[src/rtl/uic_defines.svh]
// Notes on behaviour
// RULE1: auto-wake bit set enables automatic resume signalling
// RULE2: keep-alive acts only in serial modes, clock only; code also applies it in uart mode
// RULE3: keep-alive honoured only when low-power-inactive is 1
// RULE4: keep-alive 0 unpowers clock, 1 keeps powered
// RULE5: uart select bit 2 switches pins to uart
// RULE6: device clears uart select on uart exit
// RULE7: bit 1 selects three-wire serial for fs/ls
// RULE8: bit 0 selects six-wire serial for fs/ls
// RULE9: device clears serial select on serial exit
// RULE10: set alias 0x08 reads control register contents
// RULE11: set alias ones set bits, zeros keep
// RULE12: bits reset 0; alias bit 0 read-only
// RULE13: clear alias 0x09 ones clear bits
// RULE14: link sets at most one interface select
// RULE15: set alias and direct writes share storage
`ifndef UIC_DEFINES_SVH
`define UIC_DEFINES_SVH
// ******************************
// register map
// ******************************
`define UIC_ADDR_CTRL      6'h07
`define UIC_ADDR_SET       6'h08
`define UIC_ADDR_CLR       6'h09
`define UIC_CTRL_RESET     8'h00
// ******************************
// field positions
// ******************************
`define UIC_BIT_SIX_WIRE   0
`define UIC_BIT_THREE_WIRE 1
`define UIC_BIT_UART       2
`define UIC_BIT_KEEPALIVE  3
`define UIC_BIT_AUTO_WAKE  4
// set alias may not touch bit 0
`define UIC_SET_MASK       8'hFE
`endif

[src/rtl/uic_pkg.sv]
package uic_pkg;
    typedef enum logic [1:0] {
        UIC_IF_PARALLEL   = 2'b00,
        UIC_IF_UART       = 2'b01,
        UIC_IF_THREE_WIRE = 2'b10,
        UIC_IF_SIX_WIRE   = 2'b11
    } uic_if_mode_t;

    typedef struct packed {
        logic [7:0] ctrl;
        logic [7:0] rd_data;
    } uic_state_t;
endpackage

[src/rtl/uic_interface_control.sv]
`timescale 1ns/1ps
`include "uic_defines.svh"
module uic_interface_control
    import uic_pkg::*;
(
    // clock and reset
    input  wire logic       sys_clk,
    input  wire logic       reset_n,
    // register access from the link
    input  wire logic       reg_wr,
    input  wire logic       reg_rd,
    input  wire logic [5:0] reg_addr,
    input  wire logic [7:0] reg_wdata,
    output logic      [7:0] reg_rdata,
    // phy side
    input  wire logic       low_power_inactive,
    input  wire logic       uart_exit,
    input  wire logic       serial_exit,
    output uic_if_mode_t    if_mode,
    output logic            auto_wake_signalling,
    output logic            serial_clock_keepalive_n,
    output logic            internal_clock_power,
    output logic [7:0]      interface_control
);
    // ******************************
    // state
    // ******************************
    uic_state_t st_ff;
    uic_state_t nxt_st;
    logic       serial_mode;

    always_comb begin
        nxt_st = st_ff;
        if (reg_wr) begin
            case (reg_addr)
                `UIC_ADDR_CTRL: nxt_st.ctrl = reg_wdata;
                `UIC_ADDR_SET:  nxt_st.ctrl = st_ff.ctrl | (reg_wdata & `UIC_SET_MASK); // RULE11 RULE12 RULE15
                `UIC_ADDR_CLR:  nxt_st.ctrl = st_ff.ctrl & ~reg_wdata; // RULE13
                default:        nxt_st.ctrl = st_ff.ctrl;
            endcase
        end
        // hardware exit wins over any write in the same cycle
        if (uart_exit) begin
            nxt_st.ctrl[`UIC_BIT_UART] = 1'b0; // RULE6
        end
        if (serial_exit) begin
            nxt_st.ctrl[`UIC_BIT_THREE_WIRE] = 1'b0; // RULE9
            nxt_st.ctrl[`UIC_BIT_SIX_WIRE]   = 1'b0; // RULE9
        end
        if (reg_rd) begin
            case (reg_addr)
                `UIC_ADDR_CTRL,
                `UIC_ADDR_SET,
                `UIC_ADDR_CLR: nxt_st.rd_data = st_ff.ctrl; // RULE10
                default:       nxt_st.rd_data = 8'h00;
            endcase
        end
    end

    always_ff @(posedge sys_clk) begin
        if (!reset_n) begin
            st_ff <= '{ctrl: `UIC_CTRL_RESET, rd_data: 8'h00}; // RULE12
        end else begin
            st_ff <= nxt_st;
        end
    end

    // ******************************
    // decoded outputs
    // ******************************
    always_comb begin
        // uart first, then three-wire, then six-wire if link breaks exclusivity
        if (st_ff.ctrl[`UIC_BIT_UART]) begin
            if_mode = UIC_IF_UART; // RULE5 RULE14
        end else if (st_ff.ctrl[`UIC_BIT_THREE_WIRE]) begin
            if_mode = UIC_IF_THREE_WIRE; // RULE7
        end else if (st_ff.ctrl[`UIC_BIT_SIX_WIRE]) begin
            if_mode = UIC_IF_SIX_WIRE; // RULE8
        end else begin
            if_mode = UIC_IF_PARALLEL;
        end
    end

    assign serial_mode              = (if_mode != UIC_IF_PARALLEL);
    assign auto_wake_signalling     = st_ff.ctrl[`UIC_BIT_AUTO_WAKE]; // RULE1
    assign serial_clock_keepalive_n = st_ff.ctrl[`UIC_BIT_KEEPALIVE];
    // clock gated only in serial/uart with low_power_inactive high
    assign internal_clock_power     = !(serial_mode && low_power_inactive) // RULE2 RULE3
                                      || st_ff.ctrl[`UIC_BIT_KEEPALIVE]; // RULE4
    assign interface_control        = st_ff.ctrl;
    assign reg_rdata                = st_ff.rd_data;
endmodule // uic_interface_control

[config.mk]
export PLATFORM = sky130hd
export DESIGN_NAME = uic_interface_control
export DESIGN_NICKNAME = d
export VERILOG_FILES = /design/src/rtl/uic_pkg.sv /design/src/rtl/uic_interface_control.sv
export VERILOG_INCLUDE_DIRS = /design/src /design/src/rtl
export SDC_FILE = /design/constraint.sdc
export NUM_CORES = 1
export LEC_CHECK = 0
export BUFFER_PORTS_ARGS = -buffer_cell sky130_fd_sc_hd__clkbuf_2
export CAP_MARGIN = 20
export CORE_MARGIN = 5
export CORE_UTILIZATION = 30
export CTS_CLUSTER_SIZE = 12
export DETAILED_ROUTE_END_ITERATION = 12
export HOLD_SLACK_MARGIN = 0.03
export PLACE_DENSITY_LB_ADDON = 0.08
export SLEW_MARGIN = 20
export SYNTH_ARGS = -nofsm -noshare
export SYNTH_HDL_FRONTEND = slang
export SYNTH_SLANG_ARGS = --single-unit
[constraint.sdc]
create_clock -name sys_clk -period 1.04 [get_ports sys_clk]
set_clock_uncertainty 0.1 [all_clocks]
set_input_delay 0.104 -clock sys_clk [delete_from_list [all_inputs] [get_ports sys_clk]]
set_output_delay 0.104 -clock sys_clk [all_outputs]
set_load 0.005 [all_outputs]
-- Word level (Yosys, flattened, before mapping)
Cells that the tools add are included.
- equality and inequality tests: 3
- muxes and demuxes: 5
- bitwise gates (word level): 4
- reductions and logical operators: 9
- operator list (operator ; number):
    one-hot mux 8 bit (3 select lines) ; 1
    equality test 6 x 4 -> 1 bit (second input constant) ; 2
    AND 8 bit ; 1
    two-way mux 8 bit ; 1
    NOT 8 bit ; 1
    bitwise OR 8 bit ; 1
    equality test 6 x 3 -> 1 bit (second input constant) ; 1
    two-way mux 2 bit ; 3
    OR reduction 2 bit ; 2
    nonzero test 3 bit ; 1
    OR reduction 3 bit ; 1
    AND reduction 2 bit ; 1
    nonzero test 2 bit ; 1
    logical AND 1 bit ; 1
    zero test 1 bit ; 1
    logical OR 1 bit ; 1
    NOT 1 bit ; 1
- bits in registers: 16
- input port bits: 21
- output and inout bits: 21
- word-level logic and storage cells: 25

-- Longest topological paths before layout
- word-level depth: 7
- mapped depth: 5

-- Least setup slack after synthesis
No wires, ideal clock.
- path kind: input -> register
- start: in reg_addr[1]
- end: reg st_ff (netlist bit interface_control[2])
- library setup time: 0.069 ns
- arrival: 0.855 ns
- data required time: 0.871 ns
- path slack: 0.016 ns
- stages: 5
- path buffers: 1
- cells stage by stage: or3b_1 buf_6 nor2_1 o2111ai_1 o21ai_1
- cells in the longest elaborated chain, start to end: 3
- elaborated cells on any way between the ends: 6
- those cells by class: eq/ne (3); mux (1); reduce/logical (2)
- ends and longest elaborated chain (element ; line ; RTL):
    start: declaration ; uic_interface_control.sv:12 ; input wire logic [5:0] reg_addr,
    equality test 6 x 3 -> 1 bit or equality test 6 x 4 -> 1 bit (tied branches) ; uic_interface_control.sv:35 ; case (reg_addr)
    nonzero test 3 bit (no source line) ; - ;
    AND reduction 2 bit (no source line) ; - ;
    end signal: assignment ; uic_interface_control.sv:62 ; st_ff <= '{ctrl: `UIC_CTRL_RESET, rd_data: 8'h00};
    end signal: assignment ; uic_interface_control.sv:64 ; st_ff <= nxt_st;
    end: declaration ; uic_interface_control.sv:28 ; uic_state_t st_ff;
Parallel ways exist; a longest one is shown, timed or not.
A chain may end at the register's enable or synchronous reset.

-- Worst setup path in the final report
- start: reg st_ff (netlist bit interface_control[0])
- end: out internal_clock_power
- cells in the longest elaborated chain, start to end: 7
- ends and longest elaborated chain (element ; line ; RTL):
    two-way mux 2 bit ; uic_interface_control.sv:77 ; end else if (st_ff.ctrl[`UIC_BIT_SIX_WIRE]) begin
    two-way mux 2 bit ; uic_interface_control.sv:75 ; end else if (st_ff.ctrl[`UIC_BIT_THREE_WIRE]) begin
    two-way mux 2 bit ; uic_interface_control.sv:73 ; if (st_ff.ctrl[`UIC_BIT_UART]) begin
    nonzero test 2 bit ; uic_interface_control.sv:84 ; assign serial_mode = (if_mode != UIC_IF_PARALLEL);
    logical AND 1 bit ; uic_interface_control.sv:88 ; assign internal_clock_power = !(serial_mode && low_power_inactive)
    zero test 1 bit ; uic_interface_control.sv:88 ;
    logical OR 1 bit ; uic_interface_control.sv:88 ;
    end: declaration ; uic_interface_control.sv:22 ; output logic internal_clock_power,
Every way passes these cells.

==> flow_summary.toml <==
[grt]
grt_pass1_wl_um = 3760
grt_util_all_layers_pct = 13.43
globalRoute.totalOverflow = 0
grt_pass1_vias = 850
grt_antenna_before_repair = 0
grt_max_degree = 19

[synthesis]
synth.top_cell.area_share_pct = 40.19
synth_top_flop_cell = "dfxtp_1"
synthTopCellsByArea = "dfxtp_1 40%, nor2b_1 7.8%, a22oi_1 7.5%"
synth_fp_nets = 109
netlist_instances = 88
yosys_warnings = 0
syn_area_um2 = 797.0
synth_seq_cells = 16
ys_types = 24
synth_top_area_cell = "dfxtp_1"
synth_edf_count = 0
yosysSeqAreaShare_pct = 40.19
ys_async_sr_fraction_pct = 0
syn_area_per_cell_um2 = 9.057

[critical_path]
crit_chain = "o311ai_4 -> buf_2"
crit_type = "reg -> out"
arrival_ns = 1.08
r2r_cells = 4
cp.required_ns = 0.84
cp_max_fo = 3
slowest_stage = "dfxtp_4"
critical-path-max-stage-delay_ns = 0.37
cp-end-kind = "output pin"
crit_path_start_kind = "flop"

[clocking]
h-tree-depth = 1
cts_buffers = 3
cts_sinks = 16
clk_pin_slew_ns = 0.09
clockBufferDepth = 2
cts-root-buf = "clkbuf_4"
cts_tree = "built"
hold_buffers = 10
clock_latency_ns = 0.28

[detailed_routing]
num_vias = 848
first_pass_iters = 4
drt_iter0_drc = 17
routed_via_density = 4.764
wl_um = 2289
routedWlPerCell_um = 12.86
drc_errors = 0
ant_nets = 0

[sta]
max_freq_mhz = 781.4
hold_viol = 0
worst_pin_slew_ns = 0.3471
rsz0062_at_grt = "yes"
fin_crit_sh_pct = 123.1
slew_violations = 0
setup_viol = 6
period_minus_slack_ns = 1.280
setup_ws_ns = -0.2398
max_slew_margin_pct = 76.84

[finish]
fin_cells = 178
finalNetCount = 170
design_area_um2 = 1291
drive_gt1_share_pct = 48.65
area_growth_pct = 62.01
antenna_cells = 0

[run_status]
status = "finished with violations"
violations = "setup timing"

[placed_design]
place_inst = 162
placed_cell_area_um2 = 1065
numPortBuffers = 41
dp_hpwl_um = 1652
gp_congestion = 0.6873

[pwr]
peakVddDrop_v = 0.0007977
leakage_nw = 0.5678
power_density_nw_per_um2 = 911.4

[floorplanning]
io_pins = 42
start_util_pct = 31.88
die_w_um = 61.55
core_area_um2 = 2500
dieArea_um2 = 3788
rows = 18
die_h_um = 61.55

[flow_run]
maxCapViolations = 0

[min_path]
hp-class = "in -> reg"
min_path_cells = 4
cells in the mapped netlist, types with 2 or more instances:
master / n
dfxtp_1: 16
nor2_1: 11
nor2b_1: 10
a22oi_1: 8
nand2_1: 7
o211ai_1: 7
o21ai_1: 7
inv_1: 4
buf_4: 2
nor3b_4: 2
cell families (layout without fill, tap and decap cells):
group	count (synthesis)	count (layout)	synth area share [%]
AO/OA/AOI/OAI	30	30	29.04
buffers and inverters	9	69	6.277
flip-flops	16	16	40.19
AND/OR/NAND/NOR	33	33	24.49
cell usage in the layout (no fill, tap or decap):
cell type,n
o211ai_1,7
a21oi_1,1
a22oi_2,2
nand2_1,7
o211a_4,1
o311ai_4,1
a22oi_1,6
o2111ai_1,1
a21o_4,1
inv_1,4
clkbuf_4,3
nor2_1,10
dfxtp_2,3
a21o_1,1
o21ai_1,7
dfxtp_4,4
nor3b_4,2
buf_2,2
dfxtp_1,9
and4b_4,1
o21ai_0,1
or3b_1,1
nor2_4,1
nand3_1,1
clkbuf_2,38
buf_4,6
o21ai_4,1
clkbuf_8,1
dlygate4sd3_1,10
buf_6,5
nor2b_1,10
path summary, 6_finish.rpt:
path	start	to	slack, ns
max	interface_control[0]	internal_clock_power	-0.24
min	serial_exit	interface_control[1]	0.01
max reg2reg	interface_control[1]	reg_rdata[1]	0.03
min reg2reg	interface_control[7]	interface_control[7]	0.41
worst max-delay path: cells and delay by family (launching register included):
family	cells	cell delay (ns)
AOI/OAI and AO/OA	1	0.27
DFF	1	0.37
buffers and inverters	1	0.15
layout make-up:
| cell class | count | area (µm²) |
|---|---|---|
| clock buffer | 4 | 36.28 |
| sequential | 16 | 339.1 |
| timing repair buffer | 61 | 401.6 |
| inverter | 4 | 15.01 |
| multi-input combinational | 63 | 461.7 |
| fill | 242 | 1209 |
| tap | 30 | 37.54 |
repair_timing:
item	4_1_cts	5_1_grt
resized for setup	10	15
pin swaps	1	1
buffers inserted	2	0
endpoints found under the setup margin	8	12
hold endpoints to repair	10	1
power breakdown:
group | leakage [nW] | internal [mW] | switching, mW
combinational | 0.413 | 0.0895 | 0.0764
sequential | 0.134 | 0.605 | 0.00237
clock | 0.0210 | 0.213 | 0.191
total | 0.568 | 0.907 | 0.270
state kept, by name, summed over array words and instances (netlist names):
| register | flops |
|---|---|
| reg_rdata | 8 |
| interface_control | 8 |
routing by layer:
metal | global-route usage, % | part of all wire, % | vias to the layer above
met5 | 0 | 0 | -
met4 | 3.636 | 0.74 | 0
met3 | 4.193 | 7.6 | 2
met2 | 21.67 | 47 | 29
met1 | 17.30 | 44 | 383
li1 | - | - | 434
through the flow:
| stage | worst slack, ns | TNS [ns] | hold slack [ns] | total power [mW] | util, % |
|---|---|---|---|---|---|
| finish | -0.2398 | -0.7222 | 0.009791 | 1.177 | 51.65 |
| global route | -0.2794 | -1.018 | 0.03469 | 1.247 | 51.65 |
| CTS | -0.2178 | -0.7154 | -0.002902 | 1.211 | 49.70 |
| detailed placement | -0.2121 | -2.555 | 0.2438 | 0.7653 | 42.59 |
| global placement | -0.1703 | -2.225 | 0.2416 | 0.7631 | 42.59 |
| floorplan | 0.01631 | 0 | 0.1366 | 0.6919 | - |
Note: power is estimated with default switching activity, not from simulation.
